[config.mk]
export PLATFORM = sky130hd
export DESIGN_NAME = efp_core
export DESIGN_NICKNAME = d
export VERILOG_FILES = /design/src/include/efp_pkg.sv /design/src/hdl/efp_filter.sv /design/src/hdl/efp_core.sv
export VERILOG_INCLUDE_DIRS = /design/src /design/src/include
export SDC_FILE = /design/constraint.sdc
export NUM_CORES = 1
export LEC_CHECK = 0
export ABC_AREA = 1
export ABC_CLOCK_PERIOD_IN_PS = 2430
export BUFFER_PORTS_ARGS = -buffer_cell sky130_fd_sc_hd__buf_2
export CAP_MARGIN = 20
export CORE_AREA = 2 2 103 105
export CTS_BUF_LIST = sky130_fd_sc_hd__clkbuf_4 sky130_fd_sc_hd__clkbuf_8
export CTS_CLUSTER_SIZE = 8
export DETAILED_ROUTE_END_ITERATION = 8
export DIE_AREA = 0 0 105 107
export GPL_ROUTABILITY_DRIVEN = 0
export HOLD_SLACK_MARGIN = 0.12
export PLACE_DENSITY_LB_ADDON = 0.08
export REMOVE_ABC_BUFFERS = 1
export SLEW_MARGIN = 5
export SYNTH_ARGS = -nofsm -noshare
export SYNTH_HDL_FRONTEND = slang
export SYNTH_SLANG_ARGS = --single-unit
[constraint.sdc]
create_clock -name core_clk -period 2.43 [get_ports core_clk]
set_clock_uncertainty 0.1 [all_clocks]
set_input_delay 0.486 -clock core_clk [delete_from_list [all_inputs] [get_ports core_clk]]
set_output_delay 0.486 -clock core_clk [all_outputs]
set_load 0.1 [all_outputs]
[src/include/efp_regs.svh]
// Purpose: Register offsets, field positions, reset values and timing for the fault logic
// Assumes: 200 MHz core clock, byte addressed word registers
// Notes: Times are given in microseconds; cycle counts derive from the clock rate
`ifndef EFP_REGS_SVH
`define EFP_REGS_SVH

`define EFP_ADDR_W 8
`define EFP_DATA_W 32
`define EFP_OFS_CTRL 8'h00
`define EFP_OFS_STATUS 8'h04
`define EFP_OFS_IRQ_STAT 8'h08
`define EFP_OFS_IRQ_MASK 8'h0C

// Control: [1:0] variant, [2] auto retry
`define EFP_CTRL_W 3
`define EFP_CTRL_VAR_LSB 0
`define EFP_CTRL_VAR_MSB 1
`define EFP_CTRL_AUTO 2
`define EFP_CTRL_VAR_BAD 2'h3
`define EFP_CTRL_RST 3'h0

// Interrupt events
`define EFP_IRQ_W 5
`define EFP_EV_LATCH 0
`define EFP_EV_FAULT 1
`define EFP_EV_OK_RISE 2
`define EFP_EV_OK_FALL 3
`define EFP_EV_RETRY 4
`define EFP_IRQ_RST 5'h00

// Status: [4:0] state, [5] fault_out_n, [6] power ok, [7] pass, [8] limit, [9] clamp
`define EFP_ST_FAULT 5
`define EFP_ST_OK 6
`define EFP_ST_PASS 7
`define EFP_ST_LIMIT 8
`define EFP_ST_CLAMP 9

// Clamp-select pin codes and clamp levels in millivolts
`define EFP_CSEL_GND 2'h0
`define EFP_CSEL_OPEN 2'h1
`define EFP_CSEL_RES 2'h2
`define EFP_CLAMP_MV_LOW 16'h0F32
`define EFP_CLAMP_MV_MID 16'h1680
`define EFP_CLAMP_MV_HIGH 16'h3638
`define EFP_CLAMP_MV_NONE 16'h0000

// Timing
`define EFP_CLK_MHZ 200
`define EFP_T_OK_ASSERT_US 10
`define EFP_T_OK_RELEASE_US 10
`define EFP_T_BLANK_US 20
`define EFP_T_RETRY_US 128
`define EFP_CYC(us) ((us) * `EFP_CLK_MHZ)

`endif

[src/include/efp_pkg.sv]
// Purpose: Types shared by the fault and power-ok logic
// Assumes: Nothing beyond the register header
// Notes: State codes are one-hot
`default_nettype none
package efp_pkg;

  typedef enum logic [1:0] {
    EFP_VAR_FLAG = 2'h0,
    EFP_VAR_CLAMP = 2'h1,
    EFP_VAR_BREAKER = 2'h2
  } efp_variant_type;

  typedef enum logic [4:0] {
    EFP_OFF = 5'h01,
    EFP_INRUSH = 5'h02,
    EFP_ON = 5'h04,
    EFP_LATCHED = 5'h08,
    EFP_RETRY = 5'h10
  } efp_state_type;

  // Comparator outputs and the clamp-select strap code from the analog front end
  typedef struct packed {
    logic supply_present;
    logic supply_undervolt;
    logic enable_above_lockout;
    logic enable_above_shutdown;
    logic overtemp;
    logic overvolt;
    logic overcurrent;
    logic short_trip;
    logic monitor_short;
    logic gate_full;
    logic sense_above_rise;
    logic sense_above_fall;
    logic [1:0] clamp_level_select;
  } efp_sense_type;

  typedef struct packed {
    logic [7:0] addr;
    logic [31:0] wdata;
    logic wr;
    logic rd;
  } efp_bus_type;

endpackage : efp_pkg
`default_nettype wire

[src/hdl/efp_filter.sv]
// Purpose: Level filter, output high once the input has stood high for CYCLES cycles
// Assumes: Synchronous input
// Notes: Dropping the input restarts the count at once
`default_nettype none
module efp_filter #(
  parameter int unsigned CYCLES = 4
) (
  input wire logic core_clk,
  input wire logic sys_rst,
  input wire logic level_in,
  output logic held_out
);
  localparam int unsigned CW = $clog2(CYCLES + 1);

  if (CYCLES < 1) begin : g_bad_cycles
    $error("efp_filter needs CYCLES of at least one");
  end

  logic [CW-1:0] count;
  logic [CW-1:0] next_count;
  wire at_max = (count == CW'(CYCLES));

  assign next_count = !level_in ? '0 : (at_max ? count : count + CW'(1));

  always_ff @(posedge core_clk) begin
    if (sys_rst) begin
      count <= '0;
      held_out <= 1'b0;
    end else begin
      count <= next_count;
      held_out <= (next_count == CW'(CYCLES));
    end
  end
endmodule : efp_filter
`default_nettype wire

[src/hdl/efp_core.sv]
// Purpose: Fault response, fault flag, power-ok and clamp select of a protective power switch
// Assumes: Comparator inputs synchronous to core_clk; variant set by software
// Notes: Registers over a plain strobe port; read data valid the cycle after the strobe
// Notes on behaviour
// - Only the fault-flag variant drives the active-low fault output; others hold it high.
// - A shorted current-monitor pin, held through the blanking interval, latches a shutdown.
// - An output short trips to current limit without latching and leaves the fault output high.
// - Undervoltage or lockout shuts down unlatched, fault output high, power-ok low.
// - Supply loss or enable below shutdown level clears the latch, fault flag and retry timer.
// - While latched, enable slightly under the lockout level is ignored.
// - Auto-retry restarts when the retry timer expires and then releases the fault output.
// - The clamp and breaker variants drive power-ok from the sense input and device state.
// - Power-ok stays low from power-up and through inrush.
// - Power-ok rises after the assert delay once gate is full and sense is above rising level.
// - Power-ok falls after the release delay on sense below falling level or a latched fault, breaker overcurrent included.
// - Flag and breaker variants have one mode and no clamp level.
// - The clamp variant picks 3.89 V, 5.76 V or 13.88 V from the clamp-select strap.
// - Auto-retry waits for cooling and then the retry delay before turning on if enabled.
// - Latch-off stays off after overtemperature until supply cycling or re-enable.
`include "efp_regs.svh"
`default_nettype none
module efp_core #(
  parameter int unsigned OK_ASSERT_CYCLES = `EFP_CYC(`EFP_T_OK_ASSERT_US),
  parameter int unsigned OK_RELEASE_CYCLES = `EFP_CYC(`EFP_T_OK_RELEASE_US),
  parameter int unsigned BLANK_CYCLES = `EFP_CYC(`EFP_T_BLANK_US),
  parameter int unsigned RETRY_CYCLES = `EFP_CYC(`EFP_T_RETRY_US)
) (
  input wire logic core_clk,
  input wire logic sys_rst,
  input wire efp_pkg::efp_sense_type sense,
  input wire efp_pkg::efp_bus_type bus,
  output logic [31:0] rd_data,
  output logic fault_out_n,
  output logic power_ok_out,
  output logic pass_switch_on,
  output logic current_limit_on,
  output logic clamp_on,
  output logic [15:0] clamp_level_mv,
  output logic irq
);
  import efp_pkg::*;

  if (OK_ASSERT_CYCLES < 1 || OK_RELEASE_CYCLES < 1 || BLANK_CYCLES < 1
      || RETRY_CYCLES < 1) begin : g_bad_timing
    $error("efp_core timing counts must be at least one");
  end

  function automatic logic [15:0] clamp_decode(input logic [1:0] sel);
    unique case (sel)
      `EFP_CSEL_GND: clamp_decode = `EFP_CLAMP_MV_LOW;
      `EFP_CSEL_OPEN: clamp_decode = `EFP_CLAMP_MV_MID;
      `EFP_CSEL_RES: clamp_decode = `EFP_CLAMP_MV_HIGH;
      default: clamp_decode = `EFP_CLAMP_MV_NONE;
    endcase
  endfunction : clamp_decode

  logic [`EFP_CTRL_W-1:0] ctrl;
  logic [`EFP_IRQ_W-1:0] irq_stat;
  logic [`EFP_IRQ_W-1:0] irq_mask;
  efp_state_type state;
  efp_state_type next_state;

  // Variant and mode decode
  wire efp_variant_type variant = efp_variant_type'(ctrl[`EFP_CTRL_VAR_MSB:`EFP_CTRL_VAR_LSB]);
  wire is_flag = (variant == EFP_VAR_FLAG);
  wire is_clamp = (variant == EFP_VAR_CLAMP);
  wire is_breaker = (variant == EFP_VAR_BREAKER);
  wire has_ok = is_clamp | is_breaker;
  wire auto_retry = ctrl[`EFP_CTRL_AUTO];

  wire run = (state == EFP_INRUSH) | (state == EFP_ON);
  wire held_fault = (state == EFP_LATCHED) | (state == EFP_RETRY);
  wire power_lost = !sense.supply_present | sense.supply_undervolt
                    | !sense.enable_above_lockout;
  wire clear_latch = !sense.supply_present | !sense.enable_above_shutdown;
  wire ov_shutdown = sense.overvolt & !is_clamp;

  logic oc_blanked;
  logic mon_short_blanked;
  logic retry_done;
  logic ok_held;
  logic rel_held;

  efp_filter #(.CYCLES(BLANK_CYCLES)) u_oc_blank (
    .core_clk(core_clk),
    .sys_rst(sys_rst),
    .level_in(run & sense.overcurrent),
    .held_out(oc_blanked)
  );

  efp_filter #(.CYCLES(BLANK_CYCLES)) u_mon_blank (
    .core_clk(core_clk),
    .sys_rst(sys_rst),
    .level_in(run & sense.monitor_short),
    .held_out(mon_short_blanked)
  );

  // Timer runs only once cooled, and restarts whenever the retry state is left
  efp_filter #(.CYCLES(RETRY_CYCLES)) u_retry (
    .core_clk(core_clk),
    .sys_rst(sys_rst),
    .level_in((state == EFP_RETRY) & !sense.overtemp),
    .held_out(retry_done)
  );

  wire ok_cond = has_ok & (state == EFP_ON) & sense.gate_full & sense.sense_above_rise;
  wire rel_cond = (state != EFP_ON) | !sense.sense_above_fall;
  wire ok_force_low = !has_ok | (state == EFP_OFF) | (state == EFP_INRUSH);

  efp_filter #(.CYCLES(OK_ASSERT_CYCLES)) u_ok_assert (
    .core_clk(core_clk),
    .sys_rst(sys_rst),
    .level_in(ok_cond),
    .held_out(ok_held)
  );

  efp_filter #(.CYCLES(OK_RELEASE_CYCLES)) u_ok_release (
    .core_clk(core_clk),
    .sys_rst(sys_rst),
    .level_in(rel_cond),
    .held_out(rel_held)
  );

  wire latch_event = run & (sense.overtemp
                     | mon_short_blanked
                     | (oc_blanked & is_breaker));

  always_comb begin
    next_state = state;
    unique case (state)
      EFP_OFF: begin
        if (!power_lost && !ov_shutdown) begin
          next_state = EFP_INRUSH;
        end
      end
      EFP_INRUSH, EFP_ON: begin
        if (power_lost || ov_shutdown) begin
          next_state = EFP_OFF;
        end else if (latch_event) begin
          next_state = EFP_LATCHED;
        end else if (state == EFP_INRUSH && sense.gate_full) begin
          next_state = EFP_ON;
        end
      end
      EFP_LATCHED: begin
        // Lockout level alone does not clear; only the shutdown level does
        if (clear_latch) begin
          next_state = EFP_OFF;
        end else if (auto_retry && !sense.overtemp) begin
          next_state = EFP_RETRY;
        end
      end
      EFP_RETRY: begin
        if (clear_latch) begin
          next_state = EFP_OFF;
        end else if (retry_done) begin
          next_state = power_lost ? EFP_OFF : EFP_INRUSH;
        end
      end
    endcase
  end

  // Short trips current-limit but never pull the flag
  wire next_fault_n = !(is_flag & (held_fault
                      | (oc_blanked & !is_breaker & run)));
  wire next_limit = run & ((sense.overcurrent & !is_breaker) | sense.short_trip);
  wire next_clamp = is_clamp & run & sense.overvolt;
  wire [15:0] next_clamp_mv = is_clamp ? clamp_decode(sense.clamp_level_select)
                                       : `EFP_CLAMP_MV_NONE;

  wire next_ok = ok_force_low ? 1'b0
               : rel_held ? 1'b0
               : ok_held ? 1'b1
               : power_ok_out;

  wire [`EFP_IRQ_W-1:0] events;
  assign events[`EFP_EV_LATCH] = (state != EFP_LATCHED) & (next_state == EFP_LATCHED);
  assign events[`EFP_EV_FAULT] = fault_out_n & !next_fault_n;
  assign events[`EFP_EV_OK_RISE] = !power_ok_out & next_ok;
  assign events[`EFP_EV_OK_FALL] = power_ok_out & !next_ok;
  assign events[`EFP_EV_RETRY] = (state == EFP_RETRY) & (next_state == EFP_INRUSH);

  // Register port decode
  wire wr_ctrl = bus.wr & (bus.addr == `EFP_OFS_CTRL);
  wire wr_mask = bus.wr & (bus.addr == `EFP_OFS_IRQ_MASK);
  wire rd_stat = bus.rd & (bus.addr == `EFP_OFS_IRQ_STAT);
  wire var_ok = (bus.wdata[`EFP_CTRL_VAR_MSB:`EFP_CTRL_VAR_LSB] != `EFP_CTRL_VAR_BAD);
  wire [`EFP_CTRL_W-1:0] next_ctrl = (wr_ctrl && var_ok) ? bus.wdata[`EFP_CTRL_W-1:0] : ctrl;
  wire [`EFP_IRQ_W-1:0] next_mask = wr_mask ? bus.wdata[`EFP_IRQ_W-1:0] : irq_mask;
  // A new event in the clearing read's cycle survives
  wire [`EFP_IRQ_W-1:0] next_irq_stat = (rd_stat ? '0 : irq_stat) | events;

  wire [31:0] status_word = {22'h00_0000, next_clamp, current_limit_on, pass_switch_on,
                             power_ok_out, fault_out_n, state};
  wire [31:0] rd_mux =
      (bus.addr == `EFP_OFS_CTRL) ? {29'h0000_0000, ctrl} :
      (bus.addr == `EFP_OFS_STATUS) ? status_word :
      (bus.addr == `EFP_OFS_IRQ_STAT) ? {27'h000_0000, irq_stat} :
      (bus.addr == `EFP_OFS_IRQ_MASK) ? {27'h000_0000, irq_mask} : 32'h0000_0000;

  always_ff @(posedge core_clk) begin
    if (sys_rst) begin
      state <= EFP_OFF;
      ctrl <= `EFP_CTRL_RST;
      irq_mask <= `EFP_IRQ_RST;
      irq_stat <= `EFP_IRQ_RST;
      irq <= 1'b0;
      rd_data <= 32'h0000_0000;
      fault_out_n <= 1'b1;
      power_ok_out <= 1'b0;
      pass_switch_on <= 1'b0;
      current_limit_on <= 1'b0;
      clamp_on <= 1'b0;
      clamp_level_mv <= `EFP_CLAMP_MV_NONE;
    end else begin
      state <= next_state;
      ctrl <= next_ctrl;
      irq_mask <= next_mask;
      irq_stat <= next_irq_stat;
      irq <= |(next_irq_stat & next_mask);
      rd_data <= bus.rd ? rd_mux : 32'h0000_0000;
      fault_out_n <= next_fault_n;
      power_ok_out <= next_ok;
      pass_switch_on <= (next_state == EFP_INRUSH) | (next_state == EFP_ON);
      current_limit_on <= next_limit;
      clamp_on <= next_clamp;
      clamp_level_mv <= next_clamp_mv;
    end
  end
endmodule : efp_core
`default_nettype wire

==> results.yml, run 1 <==
worst_setup_path:
  cp_max_fo: 4
  r2r-start: "ctrl[1]"
  critPathCapture: "pass_switch_on"
  critPathLaunch: "ctrl[1]"
  r2r_cells: 12
  r2r_slack_ns: 0.36
  endpoint_kind: "register"
  worstSetupPathType: "reg -> reg"
  r2r_end: "pass_switch_on"
  worst_setup_path_start_kind: "register"
  critPathArrivalTime_ns: 2.27
  critPathRequiredTime_ns: 2.63
logic_synthesis:
  synthFlopType: "dfxtp_1"
  synth_seq_cells: 106
  synth_area_per_cell_um2: 6.95
  synth-edff-count: 0
  ys_warn_count: 0
  post-synth-top-count-cell: "nor2_1"
  synthCells: 810
  syn_area_um2: 5630
  synthTopCellsByArea: "dfxtp_1 (38%), nor2_1 (11%), inv_1 (8.7%), nand2_1 (8.2%), nand3_1 (5.2%)"
  async_flop_share: 0
  yosysTopAreaCell: "dfxtp_1"
  ys_seq_area_frac: 0.377
  ys_types: 41
  synth_commonest_cells: "nor2_1 (162), inv_1 (131), nand2_1 (123)"
  yosysTopAreaCellShare: 0.377
placement:
  place.port_buffers: 57
  hpwl_um: 9640
  dp.cells: 993
global_routing:
  met1_usage: 0.287
  grt_pass1_wl_um: 20800
  grt-busiest-layer: "met2"
  grtUsageMet2: 0.384
  grt_util_met3: 0.0292
  grt.overflow.total: 0
  antenna_found_initial: 0
  grt_max_degree: 26
  grt_pass1_vias: 4725
  grt_usage: 0.226
floorplanning:
  placementRows: 37
  io_pins: 112
  die-width_um: 105
  coreArea_um2: 10100
  initial_utilization: 0.558
  design.die.area_um2: 11200
  die_h_um: 107
route:
  wl_per_cell_um: 12.3
  drt_wl_total_um: 12400
  drtAntennaViolNets: 0
  vias: 5101
  drtPass1Iterations: 5
  drc_errors: 0
  via_per_inst: 5.06
  drtIter0Drc: 338
clock_network:
  cts.sinks: 106
  ctsResizeCount: 0
  cts-buffers-inserted: 9
  cts_hold_buf: 0
  clockBufferDepth: 2
  clock-root-buffer: "clkbuf_8"
  clk_latency_ns: 0.37
  cts_max_level: 3
  cts_setup_buffers: 0
  path_clk_slew_ns: 0.09
  cts_tree: "built"
sta:
  timing.fmax_ghz: 0.483
  drv_slew: 0
  relSlewSlack: 0.623
  finalCritPeriodShare: 0.852
  setup_violations: 0
  timing.hold.ws_ns: 0.241
  worst_slew_pin_slew_ns: 0.565
  fin_setup_tns_ns: 0
  fin_crit_ns: 2.07
  rsz0062_at_grt: "no"
  hold_viol_final: 0
status:
  outcome: "complete, no violations"
pwr:
  peakVddDrop_mv: 0.312
  powerDensity_nw_per_um2: 510
  leakagePower_nw: 2.72
  p_total_w: 0.00313
layout:
  drive_above_1_share: 0.110
  diodes: 0
  final_cells: 1008
  areaGrowthSynthToFinish_pct: 9.01
  final_nets: 944
job:
  drv_cap: 0
min_path:
  min_path_type: "in -> reg"
how the worst min path moves through the flow:
stage / from / endpoint / slack, ns / cells past startpoint
3_5_place_dp: current_limit_on / rd_data[8] / 0.33 / 2
4_1_cts: sense[6] / current_limit_on / 0.22 / 3
3_3_place_gp: current_limit_on / rd_data[8] / 0.33 / 2
5_1_grt: sense[6] / current_limit_on / 0.25 / 3
6_report: sense[6] / current_limit_on / 0.24 / 3
2_1_floorplan: ctrl[2] / ctrl[2] / 0.34 / 2
routing by layer:
metal	wire, um	share of wire	up-vias
met5	0	0	-
met4	306	0.025	0
met3	697	0.056	23
met2	5700	0.46	164
met1	5650	0.46	2279
li1	-	-	2635
worst max-delay path, stage by stage, from the launching register on:
cell      delay [ns]
dfxtp_1         0.37
inv_1           0.09
ha_1            0.22
inv_1           0.06
nand2_1         0.05
nand3_1         0.16
inv_1           0.11
o211ai_1        0.18
nand2_1         0.07
or2_1           0.27
nor2_1          0.11
nand3_1         0.07
o21ai_1         0.13
cell type report:
class	instances	area, um^2
clock buffer	11	145
fill	958	3960
timing repair buffer	60	308
sequential	106	2120
tap	136	170
clock inverter	4	52.6
multi-input combinational	559	2840
inverter	132	495
flip-flops by register name, indices dropped and copies added, names as in the netlist, 6 cells and up:
register / flops
clamp_level_mv: 6
rd_data: 10
u_mon_blank.count: 12
u_oc_blank.count: 12
u_ok_assert.count: 11
u_ok_release.count: 11
u_retry.count: 15
cell families (layout without fill, tap and decap cells):
logic type | count (synthesis) | count (layout) | synth area share
other cells | 1 | 27 | 0.000666
fa+ha+maj | 18 | 18 | 0.0400
compound gates | 67 | 67 | 0.0738
simple gates | 422 | 422 | 0.334
xor+xnor | 25 | 25 | 0.0389
flops | 106 | 106 | 0.377
buf+inv | 171 | 207 | 0.135
metrics by stage:
| step | util | area (um^2) | setup WS (ns) |
|---|---|---|---|
| 6_report | 0.608 | 6130 | 0.360 |
| 5_1_grt | 0.608 | 6130 | 0.147 |
| 4_1_cts | 0.608 | 6130 | 0.361 |
| 3_5_place_dp | 0.588 | 5940 | 0.229 |
| 3_3_place_gp | 0.588 | 5940 | 0.299 |
| 2_1_floorplan | - | 5460 | -0.353 |
layout by cell type, fill, tap and decap left out, types with 2 or more instances in the layout:
master,instances
a21oi_1,12
a221oi_1,4
a31o_2,2
and3_1,3
buf_2,57
buf_4,3
clkbuf_8,10
clkinvlp_4,3
conb_1,27
dfxtp_1,106
ha_1,18
inv_1,131
nand2_1,123
nand2_2,3
nand3_1,58
nand3b_1,4
nand4_1,17
nand4_2,2
nor2_1,162
nor2_2,3
nor2_4,3
nor3_1,23
nor3b_1,2
nor4_1,8
o211ai_1,8
o21a_1,4
o21ai_0,23
o21bai_1,2
o22ai_1,7
or2_1,3
or2_2,5
xnor2_1,4
xor2_1,21
where the power goes:
group | internal, W | leakage (nW) | switching, W | total (W)
clock network | 0.000510 | 0.0911 | 0.000572 | 0.00108
registers | 0.00174 | 0.854 | 0.00000849 | 0.00175
logic | 0.0000398 | 1.78 | 0.000254 | 0.000294
total | 0.00229 | 2.72 | 0.000835 | 0.00313
(Power assumes the default switching activity.)
==> run 2, diff against run 1 <==
--- a/config.mk
+++ b/config.mk
@@ -17,6 +17,7 @@
 export DIE_AREA = 0 0 105 107
 export GPL_ROUTABILITY_DRIVEN = 0
 export HOLD_SLACK_MARGIN = 0.12
+export MAX_ROUTING_LAYER = met4
 export PLACE_DENSITY_LB_ADDON = 0.08
 export REMOVE_ABC_BUFFERS = 1
 export SLEW_MARGIN = 5
==> run 2 against run 1 <==
Compared with the run above: clock-buffer cell count is the same; global-route usage increased by 0.72 points; hold slack worse by 0.0065 ns; sequential power is essentially flat; utilization unchanged; combinational power about the same; largest cell class unchanged; highest routed layer unchanged.
==> results.yml, run 2 (synthesis results as in run 1) <==
status:
  outcome: "complete, no violations"
sta:
  rsz0062_at_grt: "no"
  finalCritPeriodShare: 0.854
  drv_slew: 0
  fin_setup_tns_ns: 0
  setup_violations: 0
  hold_viol_final: 0
  timing.fmax_ghz: 0.482
  worst_slew_pin_slew_ns: 0.566
  relSlewSlack: 0.620
  fin_crit_ns: 2.07
pwr:
  switching_share: 0.268
  p_total_w: 0.00313
  clockPowerShare: 0.347
  powerDensity_nw_per_um2: 510
  p_int_w: 0.00229
  switchingPower_w: 0.000837
  p_comb_frac: 0.094
  seqPwrFrac: 0.559
  leakagePower_nw: 2.72
  peakVddDrop_mv: 0.312
floorplanning:
  die_h_um: 107
  io_pins: 112
  design.die.area_um2: 11200
  initial_utilization: 0.558
  coreArea_um2: 10100
  placementRows: 37
  die-width_um: 105
clock_network:
  clock-root-buffer: "clkbuf_8"
  cts_hold_buf: 0
  path_clk_slew_ns: 0.09
  cts-buffers-inserted: 9
  clk_latency_ns: 0.38
  clockBufferDepth: 2
  cts_tree: "built"
  ctsResizeCount: 0
  cts.sinks: 106
  cts_setup_buffers: 0
  cts_max_level: 3
layout:
  drive_above_1_share: 0.110
  diodes: 0
  largest_reg_flops: 15
  reg.largest.list: "u_retry.count: 15 flops, u_mon_blank.count: 12 flops, u_oc_blank.count: 12 flops"
  regMostFlops: "u_retry.count"
  final_nets: 944
  areaGrowthSynthToFinish_pct: 9.01
  finish.utilization: 0.608
  mostFrequentLayoutCell: "nor2_1"
  most-common-layout-cells: "nor2_1 (162), inv_1 (131), nand2_1 (123), dfxtp_1 (106), nand3_1 (58)"
worst_setup_path:
  worstSetupPathType: "reg -> reg"
  endpoint_kind: "register"
  crit_top_cell: "inv_1"
  cp_max_fo: 4
  worst_setup_path_start_kind: "register"
  critPathRequiredTime_ns: 2.64
  r2r_cells: 12
  critPathArrivalTime_ns: 2.29
  cpPeakStageDelay_ns: 0.37
  worst_path_max_delay_cell: "dfxtp_1"
  worstPathCellList: "inv_1 -> ha_1 -> inv_1 -> nand2_1 -> nand3_1 -> inv_1 -> o211ai_1 -> nand2_1 -> or2_1 -> nor2_1 -> nand3_1 -> o21ai_1"
route:
  drc_errors: 0
  drt_wl_total_um: 12400
  vias: 5124
  drtPass1Iterations: 5
  wl_per_cell_um: 12.3
  via_per_inst: 5.08
  highest_layer: "met4"
  route.met3.wl_um: 787
  drtAntennaViolNets: 0
  met1_length_um: 5620
  drtIter0Drc: 342
  dr_wl_met2_um: 5680
min_path:
  min_path_type: "in -> reg"
  whs_path_depth: 3
global_routing:
  grt_pass1_wl_um: 20800
  grt_pass1_vias: 4715
  antenna_found_initial: 0
  grt.overflow.total: 0
  grt_usage: 0.234
  grt_max_degree: 26
placement:
  place.port_buffers: 57
  hpwl_um: 9640
job:
  drv_cap: 0
[run 2: power by group through the flow]
stage | clock network (W) | logic [W] | registers, W
5_1_grt | 0.00119 | 0.000311 | 0.00175
3_5_place_dp | 0 | 0.000293 | 0.00179
6_report | 0.00108 | 0.000294 | 0.00175
3_3_place_gp | 0 | 0.000290 | 0.00179
4_1_cts | 0.00111 | 0.000294 | 0.00175
2_1_floorplan | 0 | 0.000228 | 0.00179
[run 2: stage by stage]
step / worst slack (ns) / instances / hold WS (ns) / area [um^2]
after floorplan: -0.353 / 797 / 0.344 / 5460
after global placement: 0.299 / 993 / 0.332 / 5940
after detailed placement: 0.229 / 993 / 0.326 / 5940
after CTS: 0.361 / 1008 / 0.221 / 6130
after global routing: 0.145 / 1008 / 0.235 / 6130
final: 0.356 / 1008 / 0.234 / 6130
[run 2: layer usage]
layer	GRT usage	vias to the layer above
met3	0.0456	22
li1	-	2633
met5	-	-
met4	0.0857	0
met1	0.287	2287
met2	0.384	182
[run 2: final timing paths]
check / start / endpoint / slack, ns
worst max-delay path: ctrl[1] / pass_switch_on / 0.36
worst min-delay path: sense[6] / current_limit_on / 0.23
worst max register to register: ctrl[1] / pass_switch_on / 0.36
worst min register to register: current_limit_on / rd_data[8] / 0.34
[run 2: layout make-up]
class / count / area (um^2)
multi-input combinational: 559 / 2840
timing repair buffer: 60 / 308
tap: 136 / 170
clock inverter: 4 / 52.6
clock buffer: 11 / 145
inverter: 132 / 495
fill: 958 / 3960
sequential: 106 / 2120
[run 2: critical path, delay by kind of cell (launching register included)]
family / cells / cell delay [ns]
AND/OR/NAND/NOR: 6 / 0.73
flip-flops: 1 / 0.37
AO/OA/AOI/OAI: 2 / 0.32
buffers and inverters: 3 / 0.26
adder cells (fa/ha/maj): 1 / 0.22
